<file path="src/rtl/fpsup_pkg.sv">
/*
 Constants, types and helpers for the power-fail and retry supervisor.
 Assumes a 40 MHz pclk and an APB master with 32-bit data.
*/
// Notes on behaviour
// - continuation modes ramp back to set frequency when supply returns mid-decel.
// - auto continuation decelerates holding bus constant, re-accelerates on recovery.
// - auto modes ignore subtraction and fixed deceleration slope settings.
// - after a power-fail stop, no restart until start command drops.
// - status flag high during power-fail decel and the stop after it.
// - status flag also high whenever undervoltage is seen.
// - terminal selector 46 routes flag, 146 routes it inverted.
// - stop-method selection ignored during power-fail deceleration.
// - regenerative select 2 disables power-fail deceleration.
// - negative start frequency clamps to zero with DC injection, no ramp.
// - no power-fail behaviour when stopped or tripped.
// - power-fail modes suppress undervoltage, instant-fail and phase-loss trips.
// - eligible trip waits retry delay, resets fault, restarts at start frequency.
// - limit 1..10 hides fault output; 101..110 keeps it, limit minus 100.
// - failures beyond the limit raise retry-excess fault and stay tripped.
// - run fault-free over four delays counts a success, clears failures.
// - success count readable; writing zero clears it.
// - retry-active flag during retry; selector 64 true, 164 inverted.
// - fault-select 0..5 picks retry-eligible fault groups.
// - fault record keeps only the first fault of a retry sequence.
// - retry reset keeps thermal data; only power-on reset clears it.
// - ineligible fault during retry wait abandons retry, stays tripped.
package fpsup_pkg;

    localparam int CLK_PERIOD_NS = 25;
    localparam int TICK_TIME_NS = 1000000;
    localparam int TICK_CYCLES = TICK_TIME_NS / CLK_PERIOD_NS;
    localparam int DELAY_UNIT_MS = 100;
    localparam int SUCCESS_FACTOR = 4;

    localparam logic [7:0] A_CTRL = 8'h00;
    localparam logic [7:0] A_RETRY = 8'h04;
    localparam logic [7:0] A_DECEL = 8'h08;
    localparam logic [7:0] A_SWITCH = 8'h0c;
    localparam logic [7:0] A_OUTSEL = 8'h10;
    localparam logic [7:0] A_STATUS = 8'h14;
    localparam logic [7:0] A_SUCCESS = 8'h18;

    localparam int CTRL_MODE_LSB = 0;
    localparam int CTRL_REGEN_LSB = 8;
    localparam int CTRL_STOP_BIT = 16;
    localparam int RETRY_SEL_LSB = 0;
    localparam int RETRY_LIM_LSB = 8;
    localparam int RETRY_DLY_LSB = 16;
    localparam int DECEL_SUB_LSB = 0;
    localparam int DECEL_ACC_LSB = 8;
    localparam int DECEL_DEC1_LSB = 16;
    localparam int DECEL_DEC2_LSB = 24;
    localparam int OUTSEL1_LSB = 8;
    localparam int STAT_FAILS_LSB = 8;
    localparam int STAT_FIRST_LSB = 16;
    localparam int STAT_LAST_LSB = 24;

    localparam logic [7:0] RST_DELAY = 8'h0a;
    localparam logic [7:0] RST_SUB = 8'h1e;
    localparam logic [7:0] RST_STEP = 8'h01;
    localparam logic [15:0] RST_SWITCH = 16'h0258;

    localparam logic [4:0] MODE_COAST = 5'h00;
    localparam logic [4:0] MODE_CONT = 5'h02;
    localparam logic [4:0] MODE_AUTO = 5'h15;
    localparam logic [4:0] MODE_AUTO_CONT = 5'h16;
    localparam logic [1:0] REGEN_EXT = 2'h2;
    localparam logic [7:0] TERM_PF = 8'h2e;
    localparam logic [7:0] TERM_PF_INV = 8'h92;
    localparam logic [7:0] TERM_RETRY = 8'h40;
    localparam logic [7:0] TERM_RETRY_INV = 8'ha4;
    localparam logic [6:0] LIMIT_KEEP_BASE = 7'h64;
    localparam logic [6:0] LIMIT_MAX = 7'h0a;
    localparam logic [7:0] DELAY_MAX = 8'h64;
    localparam logic [15:0] START_FREQ = 16'h0005;
    localparam logic [7:0] AUTO_STEP = 8'h01;

    typedef enum logic [2:0] {
        ST_IDLE = 3'h0, ST_RUN = 3'h1, ST_PFDEC = 3'h3,
        ST_PFSTOP = 3'h2, ST_RWAIT = 3'h5, ST_TRIP = 3'h4
    } fpsup_state_t;

    typedef enum logic [4:0] {
        FLT_NONE = 5'h00, FLT_OC_ACCEL, FLT_OC_CONST, FLT_OC_DECEL,
        FLT_OV_ACCEL, FLT_OV_CONST, FLT_OV_DECEL, FLT_MOTOR_THERM,
        FLT_TRANS_THERM, FLT_INST_PF, FLT_UNDERVOLT, FLT_BRAKE_TR,
        FLT_GROUND, FLT_EXT_THERM, FLT_STALL, FLT_OPT_CONN, FLT_OPT1,
        FLT_OPT2, FLT_PARAM_STORE, FLT_THERMISTOR, FLT_OUT_CURR,
        FLT_COMM, FLT_PHASE_LOSS, FLT_PID, FLT_PRECHARGE,
        FLT_ANALOG_LOSS, FLT_RETRY_EXCESS
    } fpsup_fault_t;

    function automatic logic fpsup_eligible(input logic [2:0] sel, input fpsup_fault_t f);
        logic oc;
        logic ov;
        logic th;
        oc = f inside {FLT_OC_ACCEL, FLT_OC_CONST, FLT_OC_DECEL};
        ov = f inside {FLT_OV_ACCEL, FLT_OV_CONST, FLT_OV_DECEL};
        th = f inside {FLT_MOTOR_THERM, FLT_TRANS_THERM, FLT_EXT_THERM, FLT_THERMISTOR};
        case (sel)
            3'h0: fpsup_eligible = 1'b1;
            3'h1: fpsup_eligible = oc;
            3'h2: fpsup_eligible = ov;
            3'h3: fpsup_eligible = oc | ov;
            3'h4: fpsup_eligible = ~th;
            3'h5: fpsup_eligible = f inside {FLT_OC_ACCEL, FLT_OC_DECEL};
            default: fpsup_eligible = 1'b0;
        endcase
        if (f == FLT_NONE || f == FLT_RETRY_EXCESS) begin
            fpsup_eligible = 1'b0;
        end
    endfunction : fpsup_eligible

endpackage : fpsup_pkg

</file>
<file path="src/rtl/fpsup_top.sv">
/*
 Power-fail deceleration and automatic fault retry supervisor with APB registers.
 Assumes supply monitor and start pins are asynchronous; fault reports,
 set frequency and fault clear come from logic on pclk.
*/
// Local design decisions: the address map and the APB register port.
`timescale 1ns/1ps
module fpsup_top import fpsup_pkg::*; #(
    parameter int TICK_CYC = TICK_CYCLES
) (
    // clock, reset, enable
    input wire logic pclk,
    input wire logic presetn,
    input wire logic ce,
    // apb slave
    input wire logic psel,
    input wire logic penable,
    input wire logic pwrite,
    input wire logic [7:0] paddr,
    input wire logic [31:0] pwdata,
    output logic [31:0] prdata,
    output logic pready,
    output logic pslverr,
    // supply and start pins
    input wire logic undervoltage,
    input wire logic power_fail,
    input wire logic phase_loss,
    input wire logic bus_high,
    input wire logic start_cmd,
    // drive core
    input wire logic [15:0] set_freq,
    input wire logic fault_valid,
    input wire logic [4:0] fault_code,
    input wire logic fault_clear,
    // drive outputs
    output logic [15:0] out_freq,
    output logic run,
    output logic dc_inject,
    output logic fault_output,
    output logic fault_reset,
    output logic thermal_clear,
    output logic trip_suppress,
    output logic [4:0] fault_record,
    // status and terminals
    output logic power_fail_decel_flag,
    output logic retry_active_flag,
    output logic [1:0] term_out
);

    typedef struct packed {
        logic [4:0] s1;
        logic [4:0] s2;
        fpsup_state_t st;
        logic [15:0] pre;
        logic [15:0] tmr;
        logic [15:0] freq;
        logic [15:0] succ;
        logic [15:0] sw;
        logic brake;
        logic prob;
        logic por;
        logic rstp;
        logic [3:0] fails;
        logic [4:0] first;
        logic [4:0] last;
        logic [4:0] mode;
        logic [1:0] regen;
        logic stopm;
        logic [2:0] rsel;
        logic [6:0] lim;
        logic [7:0] dly;
        logic [7:0] sub;
        logic [7:0] acc;
        logic [7:0] dec1;
        logic [7:0] dec2;
        logic [7:0] sel0;
        logic [7:0] sel1;
        logic [31:0] rd;
    } fpsup_regs_t;

    fpsup_regs_t r, next_r;

    logic uv, pf_any, bus_ok, start, tick, pf_en, auto_m, cont_m;
    logic keep_fault, elig, fault_take, wr, mapped, sub_neg;
    logic [3:0] lim_eff;
    logic [15:0] dly_ms, win, rampd, decd, subd, ramp_run;
    logic [16:0] f_up;
    logic [7:0] dstep;
    logic [31:0] rdmux;

    // ------------------------------------------------------------
    // decode of pins and settings
    // ------------------------------------------------------------
    assign uv = r.s2[0];
    assign pf_any = |r.s2[2:0];
    assign bus_ok = r.s2[3];
    assign start = r.s2[4];
    assign tick = r.pre == 16'(TICK_CYC - 1);

    assign pf_en = r.mode != MODE_COAST && r.regen != REGEN_EXT;
    assign auto_m = r.mode == MODE_AUTO || r.mode == MODE_AUTO_CONT;
    assign cont_m = r.mode == MODE_CONT || r.mode == MODE_AUTO_CONT;

    assign lim_eff = (r.lim > LIMIT_KEEP_BASE && r.lim <= LIMIT_KEEP_BASE + LIMIT_MAX) ?
                     4'(r.lim - LIMIT_KEEP_BASE) : (r.lim <= LIMIT_MAX ? 4'(r.lim) : 4'h0);
    assign keep_fault = r.lim > LIMIT_KEEP_BASE;
    assign elig = fpsup_eligible(r.rsel, fpsup_fault_t'(fault_code));
    assign fault_take = fault_valid & ~(pf_en & (fault_code inside
                        {FLT_UNDERVOLT, FLT_INST_PF, FLT_PHASE_LOSS}));

    assign dly_ms = 16'(r.dly * DELAY_UNIT_MS);
    assign win = 16'(dly_ms * SUCCESS_FACTOR);

    // ------------------------------------------------------------
    // frequency arithmetic, all clamped at zero
    // ------------------------------------------------------------
    assign f_up = {1'b0, r.freq} + {9'h0, r.acc};
    assign rampd = r.freq > {8'h0, r.acc} ? r.freq - {8'h0, r.acc} : 16'h0;
    assign ramp_run = r.freq < set_freq ?
                      (f_up > {1'b0, set_freq} ? set_freq : f_up[15:0]) :
                      (rampd < set_freq ? set_freq : rampd);
    // bus regulation in auto modes: hold while the bus is high, else slow down; other modes use dec1 above sw, dec2 below
    assign dstep = auto_m ? (bus_ok ? 8'h00 : AUTO_STEP) :
                   (r.freq > r.sw ? r.dec1 : r.dec2);
    assign decd = r.freq > {8'h0, dstep} ? r.freq - {8'h0, dstep} : 16'h0;
    assign sub_neg = r.freq < {8'h0, r.sub};
    assign subd = sub_neg ? 16'h0 : r.freq - {8'h0, r.sub};

    // ------------------------------------------------------------
    // apb slave: no wait states unless ce is low
    // ------------------------------------------------------------
    assign wr = psel & penable & pwrite & ce;
    assign mapped = paddr inside {A_CTRL, A_RETRY, A_DECEL, A_SWITCH, A_OUTSEL,
                                  A_STATUS, A_SUCCESS};
    assign pready = ce;
    assign pslverr = psel & penable & ~mapped;
    assign prdata = r.rd;

    always_comb begin
        case (paddr)
            A_CTRL: rdmux = {15'h0, r.stopm, 6'h0, r.regen, 3'h0, r.mode};
            A_RETRY: rdmux = {8'h0, r.dly, 1'b0, r.lim, 5'h0, r.rsel};
            A_DECEL: rdmux = {r.dec2, r.dec1, r.acc, r.sub};
            A_SWITCH: rdmux = {16'h0, r.sw};
            A_OUTSEL: rdmux = {16'h0, r.sel1, r.sel0};
            A_STATUS: rdmux = {3'h0, r.last, 3'h0, r.first, 4'h0, r.fails, 5'h0, r.st};
            A_SUCCESS: rdmux = {16'h0, r.succ};
            default: rdmux = 32'h0;
        endcase
    end

    // ------------------------------------------------------------
    // next state
    // ------------------------------------------------------------
    always_comb begin
        next_r = r;
        next_r.s1 = {start_cmd, bus_high, phase_loss, power_fail, undervoltage};
        next_r.s2 = r.s1;
        next_r.por = 1'b0;
        next_r.rstp = 1'b0;
        next_r.pre = tick ? 16'h0 : r.pre + 16'h1;
        if (psel) begin
            next_r.rd = rdmux;
        end
        if (wr) begin
            case (paddr)
                A_CTRL: begin
                    next_r.mode = pwdata[CTRL_MODE_LSB +: 5];
                    next_r.regen = pwdata[CTRL_REGEN_LSB +: 2];
                    next_r.stopm = pwdata[CTRL_STOP_BIT];
                end
                A_RETRY: begin
                    next_r.rsel = pwdata[RETRY_SEL_LSB +: 3];
                    next_r.lim = pwdata[RETRY_LIM_LSB +: 7];
                    next_r.dly = pwdata[RETRY_DLY_LSB +: 8] > DELAY_MAX ?
                                 DELAY_MAX : pwdata[RETRY_DLY_LSB +: 8];
                end
                A_DECEL: begin
                    next_r.sub = pwdata[DECEL_SUB_LSB +: 8];
                    next_r.acc = pwdata[DECEL_ACC_LSB +: 8];
                    next_r.dec1 = pwdata[DECEL_DEC1_LSB +: 8];
                    next_r.dec2 = pwdata[DECEL_DEC2_LSB +: 8];
                end
                A_SWITCH: next_r.sw = pwdata[15:0];
                A_OUTSEL: begin
                    next_r.sel0 = pwdata[7:0];
                    next_r.sel1 = pwdata[OUTSEL1_LSB +: 8];
                end
                A_SUCCESS: begin
                    if (pwdata == 32'h0) begin
                        next_r.succ = 16'h0;
                    end
                end
                default: begin
                end
            endcase
        end

        if (fault_take && (r.st == ST_RUN || r.st == ST_PFDEC)) begin
            // only the opening fault of a sequence is kept
            if (r.fails == 4'h0) begin
                next_r.first = fault_code;
            end
            next_r.last = fault_code;
            next_r.freq = 16'h0;
            next_r.brake = 1'b0;
            next_r.prob = 1'b0;
            next_r.tmr = 16'h0;
            if (lim_eff != 4'h0 && elig) begin
                if (r.fails >= lim_eff) begin
                    next_r.st = ST_TRIP;
                    next_r.last = FLT_RETRY_EXCESS;
                end else begin
                    next_r.st = ST_RWAIT;
                    next_r.fails = r.fails + 4'h1;
                end
            end else begin
                next_r.st = ST_TRIP;
            end
        end else begin
            case (r.st)
                ST_IDLE: begin
                    next_r.brake = 1'b0;
                    if (start) begin
                        next_r.st = ST_RUN;
                    end else if (tick) begin
                        next_r.freq = rampd;
                    end
                end
                ST_RUN: begin
                    if (pf_any && pf_en) begin
                        next_r.st = ST_PFDEC;
                        next_r.brake = ~auto_m & sub_neg;
                        next_r.freq = auto_m ? r.freq : subd;
                    end else if (!start) begin
                        next_r.st = ST_IDLE;
                        if (r.stopm) begin
                            next_r.freq = 16'h0;
                        end
                    end else if (tick) begin
                        next_r.freq = ramp_run;
                        if (r.prob) begin
                            next_r.tmr = r.tmr + 16'h1;
                            if (r.tmr > win) begin
                                next_r.succ = next_r.succ + 16'h1;
                                next_r.fails = 4'h0;
                                next_r.prob = 1'b0;
                            end
                        end
                    end
                end
                ST_PFDEC: begin
                    // start command and stop method are both ignored here
                    if (!pf_any && cont_m && !r.brake) begin
                        next_r.st = ST_RUN;
                    end else if (r.freq == 16'h0) begin
                        next_r.st = ST_PFSTOP;
                    end else if (tick) begin
                        next_r.freq = decd;
                    end
                end
                ST_PFSTOP: begin
                    next_r.freq = 16'h0;
                    if (!start) begin
                        next_r.st = ST_IDLE;
                        next_r.brake = 1'b0;
                    end
                end
                ST_RWAIT: begin
                    if (fault_take && !elig) begin
                        next_r.st = ST_TRIP;
                        next_r.last = fault_code;
                    end else if (r.tmr >= dly_ms) begin
                        next_r.st = ST_RUN;
                        next_r.freq = START_FREQ;
                        next_r.rstp = 1'b1;
                        next_r.prob = 1'b1;
                        next_r.tmr = 16'h0;
                    end else if (tick) begin
                        next_r.tmr = r.tmr + 16'h1;
                    end
                end
                ST_TRIP: begin
                    if (fault_clear) begin
                        next_r.st = ST_IDLE;
                        next_r.fails = 4'h0;
                    end
                end
                default: next_r.st = ST_IDLE;
            endcase
        end
    end

    always_ff @(posedge pclk or negedge presetn) begin
        if (!presetn) begin
            r <= '0;
            r.por <= 1'b1;
            r.dly <= RST_DELAY;
            r.sub <= RST_SUB;
            r.acc <= RST_STEP;
            r.dec1 <= RST_STEP;
            r.dec2 <= RST_STEP;
            r.sw <= RST_SWITCH;
        end else if (ce) begin
            r <= next_r;
        end
    end

    // ------------------------------------------------------------
    // outputs
    // ------------------------------------------------------------
    function automatic logic term_map(input logic [7:0] sel, input logic pf, input logic rt);
        case (sel)
            TERM_PF: term_map = pf;
            TERM_PF_INV: term_map = ~pf;
            TERM_RETRY: term_map = rt;
            TERM_RETRY_INV: term_map = ~rt;
            default: term_map = 1'b0;
        endcase
    endfunction : term_map

    assign power_fail_decel_flag = uv | r.st == ST_PFDEC | r.st == ST_PFSTOP;
    assign retry_active_flag = r.st == ST_RWAIT;
    assign term_out[0] = term_map(r.sel0, power_fail_decel_flag, retry_active_flag);
    assign term_out[1] = term_map(r.sel1, power_fail_decel_flag, retry_active_flag);
    assign out_freq = r.freq;
    assign run = r.st == ST_RUN || r.st == ST_PFDEC;
    assign dc_inject = r.brake & (r.st == ST_PFDEC || r.st == ST_PFSTOP);
    assign fault_output = r.st == ST_TRIP || (r.st == ST_RWAIT && keep_fault);
    assign fault_reset = r.rstp;
    // thermal data cleared by power-on only, never by a retry
    assign thermal_clear = r.por;
    assign trip_suppress = pf_en;
    assign fault_record = r.first;

    // ------------------------------------------------------------
    // assertions
    // ------------------------------------------------------------
    property p_resume;
        @(posedge pclk) disable iff (!presetn)
        (ce && r.st == ST_PFDEC && !pf_any && cont_m && !r.brake && !fault_valid)
        |=> r.st == ST_RUN;
    endproperty
    a_resume: assert property (p_resume) else $error("no resume");
    property p_auto_hold;
        @(posedge pclk) disable iff (!presetn)
        (ce && r.st == ST_PFDEC && auto_m && bus_ok && pf_any && !fault_valid && tick)
        |=> $stable(r.freq);
    endproperty
    a_auto_hold: assert property (p_auto_hold) else $error("auto decel moved");
    property p_no_restart;
        @(posedge pclk) disable iff (!presetn)
        (r.st == ST_PFSTOP && start) |=> r.st != ST_RUN;
    endproperty
    a_no_restart: assert property (p_no_restart) else $error("restart");
    property p_uv_flag;
        @(posedge pclk) disable iff (!presetn)
        (ce && undervoltage) [*3] |-> power_fail_decel_flag;
    endproperty
    a_uv_flag: assert property (p_uv_flag) else $error("flag low");
    property p_regen_off;
        @(posedge pclk) disable iff (!presetn)
        (r.regen == REGEN_EXT && r.st == ST_RUN) |=> r.st != ST_PFDEC;
    endproperty
    a_regen_off: assert property (p_regen_off) else $error("decel");
    property p_clamp;
        @(posedge pclk) disable iff (!presetn)
        (ce && r.st == ST_RUN && !fault_valid && pf_any && pf_en && !auto_m && sub_neg)
        |=> (r.freq == 16'h0 && dc_inject);
    endproperty
    a_clamp: assert property (p_clamp) else $error("no clamp");
    property p_suppress;
        @(posedge pclk) disable iff (!presetn)
        (ce && pf_en && fault_valid && fault_code == FLT_UNDERVOLT && r.st == ST_RUN)
        |=> r.st != ST_TRIP;
    endproperty
    a_suppress: assert property (p_suppress) else $error("uv trip");
    property p_restart;
        @(posedge pclk) disable iff (!presetn)
        $rose(r.rstp) |-> (r.st == ST_RUN && r.freq == START_FREQ && !thermal_clear);
    endproperty
    a_restart: assert property (p_restart) else $error("bad restart");
    property p_excess;
        @(posedge pclk) disable iff (!presetn)
        (ce && fault_take && elig && lim_eff != 4'h0 && r.fails >= lim_eff && r.st == ST_RUN)
        |=> (r.st == ST_TRIP && r.last == FLT_RETRY_EXCESS);
    endproperty
    a_excess: assert property (p_excess) else $error("no excess");
    property p_clear;
        @(posedge pclk) disable iff (!presetn)
        (wr && paddr == A_SUCCESS && pwdata == 32'h0) |=> r.succ <= 16'h1;
    endproperty
    a_clear: assert property (p_clear) else $error("no clear");
    property p_abandon;
        @(posedge pclk) disable iff (!presetn)
        (ce && r.st == ST_RWAIT && fault_take && !elig) |=> r.st == ST_TRIP;
    endproperty
    a_abandon: assert property (p_abandon) else $error("retry kept");

endmodule : fpsup_top

</file>
<file path="config.mk">
export PLATFORM = sky130hd
export DESIGN_NAME = fpsup_top
export DESIGN_NICKNAME = d
export VERILOG_FILES = /design/src/rtl/fpsup_pkg.sv /design/src/rtl/fpsup_top.sv
export SDC_FILE = /design/constraint.sdc
export NUM_CORES = 1
export LEC_CHECK = 0
export BUFFER_PORTS_ARGS = -buffer_cell sky130_fd_sc_hd__buf_4
export CORE_ASPECT_RATIO = 1.25
export CORE_UTILIZATION = 30
export CTS_CLUSTER_SIZE = 8
export DETAILED_ROUTE_END_ITERATION = 12
export PLACE_DENSITY_LB_ADDON = 0.1
export SLEW_MARGIN = 20
export SYNTH_ARGS = -nofsm -noshare
export SYNTH_HDL_FRONTEND = slang
export SYNTH_SLANG_ARGS = --single-unit
</file>
<file path="constraint.sdc">
create_clock -name pclk -period 4.5 [get_ports pclk]
set_input_delay 1.125 -clock pclk [delete_from_list [all_inputs] [get_ports pclk]]
set_output_delay 1.125 -clock pclk [all_outputs]
set_load 0.005 [all_outputs]
</file>
-- Word-level counts from Yosys, hierarchy flattened
Index checks and enable logic that the tools add are counted.
- register bits: 217
- word-level logic and storage cells: 281
- add/sub/neg operators: 9
- $mul: 1
- $lt $le $gt $ge: 14
- equality and inequality tests: 67
- multiplexer cells: 91
- bitwise operators: 17
- reduce and logical (&&, ||, !) cells: 54
- operators with widths (cell ; count):
    16-bit 2-to-1 mux ; 31
    32-bit one-hot mux with 7 select lines ; 1
    32-bit 2-to-1 mux ; 3
    16-bit one-hot mux with 5 select lines ; 1
    16-bit by 1-bit adder with 16-bit output (second input constant) ; 3
    48-bit 2-to-1 mux ; 1
    16-bit by 8-bit subtractor with 16-bit output ; 3
    4-bit 2-to-1 mux ; 11
    8-bit equality test (second input constant) ; 4
    16-bit > comparator ; 2
    16-bit by 8-bit > comparator with 1-bit output ; 2
    32-bit logical NOT ; 1
    16-bit < comparator ; 2
    16-bit one-hot mux with 2 select lines ; 1
    3-bit 2-to-1 mux ; 10
    3-bit != test (second input constant) ; 9
    5-bit equality test (second input constant) ; 5
    5-bit 2-to-1 mux ; 5
    8-bit by 5-bit equality test with 1-bit output (second input constant) ; 3
    8-bit 2-to-1 mux ; 3
    3-bit AND reduction ; 7
    5-bit by 3-bit equality test with 1-bit output (second input constant) ; 4
    5-bit by 4-bit equality test with 1-bit output (second input constant) ; 4
    3-bit one-hot mux with 6 select lines ; 1
    61 further kinds ; 136

-- Logic depth before layout (Yosys ltp)
- depth in word-level cells: 12
- mapped depth: 23
- gate-level depth less buffers: 23

-- Worst setup path after synthesis
Ideal clock, no wire load.
- kind: reg-to-reg
- from: reg r[83] in the netlist's numbering
- to: reg r[116] in the netlist's numbering
- arrival time: 4.710 ns
- setup slack: -0.334 ns
- stages on the path, launching flop included: 21
- path through: dfstp_2 ha_1 ha_1 fa_1 ha_1 a21oi_1 o21ai_0 a21oi_1 o21bai_1 a21oi_1 xor2_1 ha_1 nand3_1 nor2_1 nand2_1 or4_1 and2_1 nand2_1 a311o_1 nand2b_1 mux2_2
- cells in the longest elaborated chain, start to end: 4
- ends and longest elaborated chain (item ; RTL line ; RTL):
    from (decl) ; fpsup_top.sv:81 ; fpsup_regs_t r, next_r;
    from (signal assigned) ; fpsup_top.sv:305 ; r <= next_r;
    8-bit by 5-bit multiplier with 13-bit output ; fpsup_top.sv:111 ; assign dly_ms = 16'(r.dly * DELAY_UNIT_MS);
    16-bit > comparator ; fpsup_top.sv:244 ; if (r.tmr > win) begin
    3-bit by 1-bit != test with 1-bit output (no source line) ; - ;
    10-bit AND reduction (no source line) ; - ;
Every way passes these cells.
A chain may end at the register's enable or synchronous reset.

-- Worst setup path after layout
- from: reg r[83] in the netlist's numbering
- to: reg r[186] in the netlist's numbering
- cells in the longest elaborated chain, start to end: 6
- elaborated cells between the ends (all ways): 8
- ends and longest elaborated chain (item ; RTL line ; RTL):
    8-bit by 5-bit multiplier with 13-bit output (*) ; fpsup_top.sv:111 ;
    16-bit by 15-bit >= comparator with 1-bit output (*) ; fpsup_top.sv:273 ; end else if (r.tmr >= dly_ms) begin
    16-bit 2-to-1 mux ; fpsup_top.sv:273 ;
    32-bit 2-to-1 mux ; fpsup_top.sv:270 ; if (fault_take && !elig) begin
    16-bit one-hot mux with 2 select lines ; fpsup_top.sv:221 ; case (r.st)
    32-bit 2-to-1 mux ; fpsup_top.sv:199 ; if (fault_take && (r.st == ST_RUN || r.st == ST_PFDEC)) begin
Every way passes the cells marked *; elsewhere a longest branch is shown, timed or not. The select of a mux whose other input is x is not followed.

==> results by group <==
STA
  • Tcrit/Tclk final: 1.07
  • Final setup fails: 57
  • RSZ-0062 raised after global routing: yes
  • Tmin final: 4.81 ns
  • Slew HR: 0.294
  • Max-slew violations: 0
  • Final worst setup slack: -0.313 ns
  • Clock skew: 0.0300 ns
  • FMAX: 208 MHz
  • Worst-Margin Slew: 1.06 ns
  • Hold Vio Cnt, Final: 0

Floorplanning
  • Initial Util: 0.303
  • Ports: 139
  • Row cnt: 97
  • Std-Cell Core Area: 56100 um^2
  • Die H: 268 um
  • Die Span X: 215 um
  • Die ar.: 57700 um^2

Setup path
  • CP Capture Type: flip-flop
  • Crit path launch type: flip-flop
  • Critical path required time: 4.98 ns
  • Worst Path Arrival: 5.29 ns
  • Setup Crit Path Kind: reg2reg
  • Crit path max fanout: 5

Drt
  • Starting DRC count in detailed routing: 1075
  • Final ANT Viol Nets: 0
  • Total Wirelength: 67.2 mm
  • DRT Pass-1 Iters: 5
  • DRC: 0
  • Vias/cell: 5.26
  • Total number of vias: 15.7k
  • WL/cell: 22.5 um

Finish
  • ANT cells: 0
  • Share of layout cells above drive strength 1: 0.353
  • Post-route core utilization: 0.403
  • Area growth from synthesis to layout: 32.7%
  • Fill cells: 5661
  • Final net count: 2466
  • Reg area: 5450 um^2
  • Post-Layout Cell Count: 2994
  • Area of the multi-input gates: 11300 um^2

Job
  • Maxcap violations: 0

Pwr
  • Leakage power: 10.5 nW
  • Peak VDD IR: 0.360 mV
  • Sequential Power Share: 0.222
  • PD cells: 476 nW/um^2
  • Combinational share of power: 0.566
  • Clock power share: 0.211
  • Switching Share: 0.415
  • P_int: 0.00629 W
  • Switch Pwr: 0.00446 W
  • Total power: 0.0108 W

Synth
  • Dominant cells by area after synthesis: dfrtp_1 30%, ha_1 12%, mux2_2 7.4%
  • Distinct cells, synth: 99
  • Syn avg cell area: 9.07 um^2
  • Mapped cell area: 17000 um^2
  • Post-synthesis async set-or-reset flop share: 1.00
  • Post-Synthesis Cells: 1876
  • Synth Register Bits: 217
  • Yosys top cell area share: 0.299
  • Syn_nets: 2115
  • EDFF count, synth: 0
  • Commonest cells in the netlist: 203 x dfrtp_1, 174 x nor2_1, 158 x ha_1
  • Top cell type by total area after synthesis: dfrtp_1
  • Register area share after synthesis: 0.320
  • Synthesis warning total: 0
  • Top-count cell post-synth: dfrtp_1
  • Top_reg_cell synth: dfrtp_1

Clocking
  • Worst skew pair latency: 0.60 ns
  • Root buffer cell: clkbuf_16
  • CTS hold repair buffers: 0
  • CTS sink cnt: 217
  • Clk buf depth: 3
  • Clock transition at the registers of the reported paths: 0.06 ns
  • H-tree Lvls: 1
  • TritonCTS clock tree: yes
  • Cts bufs inserted: 31

Global route
  • Aggregate global routing overflow: 0
  • First-pass GRT wire length: 99.8 mm
  • Initial antenna violation count: 0
  • Largest net degree at the start of global routing: 90
  • Total Routing Usage GR: 0.229
  • Vias in the first global route: 15.8k

Placement
  • Gpl congestion: 0.891
  • Worst slack, placed: -0.569 ns
  • Placed Cells: 2895
  • Detailed-placement wirelength estimate: 52.7 mm
  • Port bufs: 138

Run status
  • Outcome: finished with violations
  • Failing checks: setup timing

Hold path
  • Worst hold path class: reg2reg
[layout by cell type, fill, tap and decap left out, types with 9 or more instances in the layout]
cell type	n
nor3_1	31
buf_6	31
dfstp_2	14
nor2_1	165
inv_1	103
clkbuf_16	32
ha_1	145
a21oi_1	69
dfrtp_1	200
nand2_1	138
xnor2_1	62
mux2i_1	21
a21o_1	29
o21ai_0	85
a21oi_2	10
a211oi_1	10
ha_4	11
a221oi_1	13
o221ai_1	12
mux2_2	110
a22oi_1	22
a31oi_1	18
nor4_4	10
nor4_1	13
nor2b_1	26
nor2_2	9
o21a_1	9
buf_4	404
and3_1	17
o21ai_2	17
nand3_1	43
xor2_1	17
clkbuf_1	24
nand4_1	27
o21ai_1	23
nand2b_1	18
[final cells by class]
type / instances / share of cell area
multi-input cells: 1423 / 0.501
clock buffers: 56 / 0.0390
clock inverters: 2 / 0.00111
inverters: 109 / 0.0181
repair buffers: 445 / 0.159
flip-flops and latches: 217 / 0.241
well taps: 742 / 0.0411
[worst max-delay path: stages (launching register included)]
cell and delay, ns:
dfstp_2 0.58, ha_4 0.22, ha_4 0.26, inv_2 0.03
fa_1 0.47, inv_1 0.04, ha_1 0.27, inv_2 0.05
o21ai_2 0.16, a21oi_2 0.06, o21bai_1 0.17, buf_4 0.15
xnor2_2 0.06, ha_1 0.33, nand3_2 0.09, o22ai_2 0.07
o211a_1 0.26, a2111oi_4 0.20, buf_6 0.17, a31oi_4 0.09
o2111ai_4 0.24, buf_12 0.16, buf_12 0.12, and4bb_2 0.23
xnor2_1 0.15, nor2_1 0.06
[metal layers]
metal / up-vias / share of wire / track usage
met2: 342 / 0.51 / 0.421
met5: - / 0 / 0
li1: 7467 / - / -
met3: 93 / 0.029 / 0.0169
met1: 7841 / 0.43 / 0.284
met4: 0 / 0.031 / 0.0713
[stage by stage]
stage / setup TNS, ns / hold slack [ns] / area [um^2]
2_1_floorplan: -0.0274 / 0.440 / 17100
3_3_place_gp: -20.57 / 0.460 / 20300
3_5_place_dp: -21.12 / 0.473 / 20300
4_1_cts: -11.12 / 0.486 / 22300
5_1_grt: -24.27 / 0.502 / 22600
6_report: -9.39 / 0.481 / 22600
[what timing repair did]
item / in CTS / in global routing
gates resized for setup: 167 / 55
pin swaps: 111 / 54
buffers inserted: 33 / 9
cloned: 3 / 1
endpoints found under the setup margin: 61 / 62
[sequential cells by signal, summed over array words and instances (netlist names)]
register,flops
fault_reset,1
out_freq,16
r,156
prdata,32
bus_ok,1
fault_record,5
next_r,5
thermal_clear,1
[power by group through the flow]
stage                     registers, W  clock network (W)  logic, W
after detailed placement       0.00241                  0   0.00548
after global placement         0.00241                  0   0.00545
after CTS                      0.00239            0.00231   0.00601
final                          0.00239            0.00227   0.00609
after floorplan                0.00235                  0   0.00304
after global routing           0.00241            0.00240   0.00658
[logic make-up (layout without fill, tap and decap cells)]
family	count (synthesis)	after routing	synth area share
fa+ha+maj	165	165	0.124
mux	135	135	0.0877
xor+xnor	84	84	0.0432
flops	217	217	0.320
compound gates	439	439	0.176
buf+inv	237	612	0.0703
simple gates	599	600	0.178
[final timing paths]
path / startpoint / endpoint / slack, ns / depth (start not counted)
min reg2reg: prdata[29] / prdata[29] / 0.48 / 2
min: prdata[29] / prdata[29] / 0.48 / 2
max in group asynchronous: presetn / r[48] / 2.94 / 2
min in group asynchronous: presetn / r[182] / 0.56 / 1
max: r[83] / r[186] / -0.31 / 25
max reg2reg: r[83] / r[186] / -0.31 / 25
Note: power is estimated with default switching activity, not from simulation.
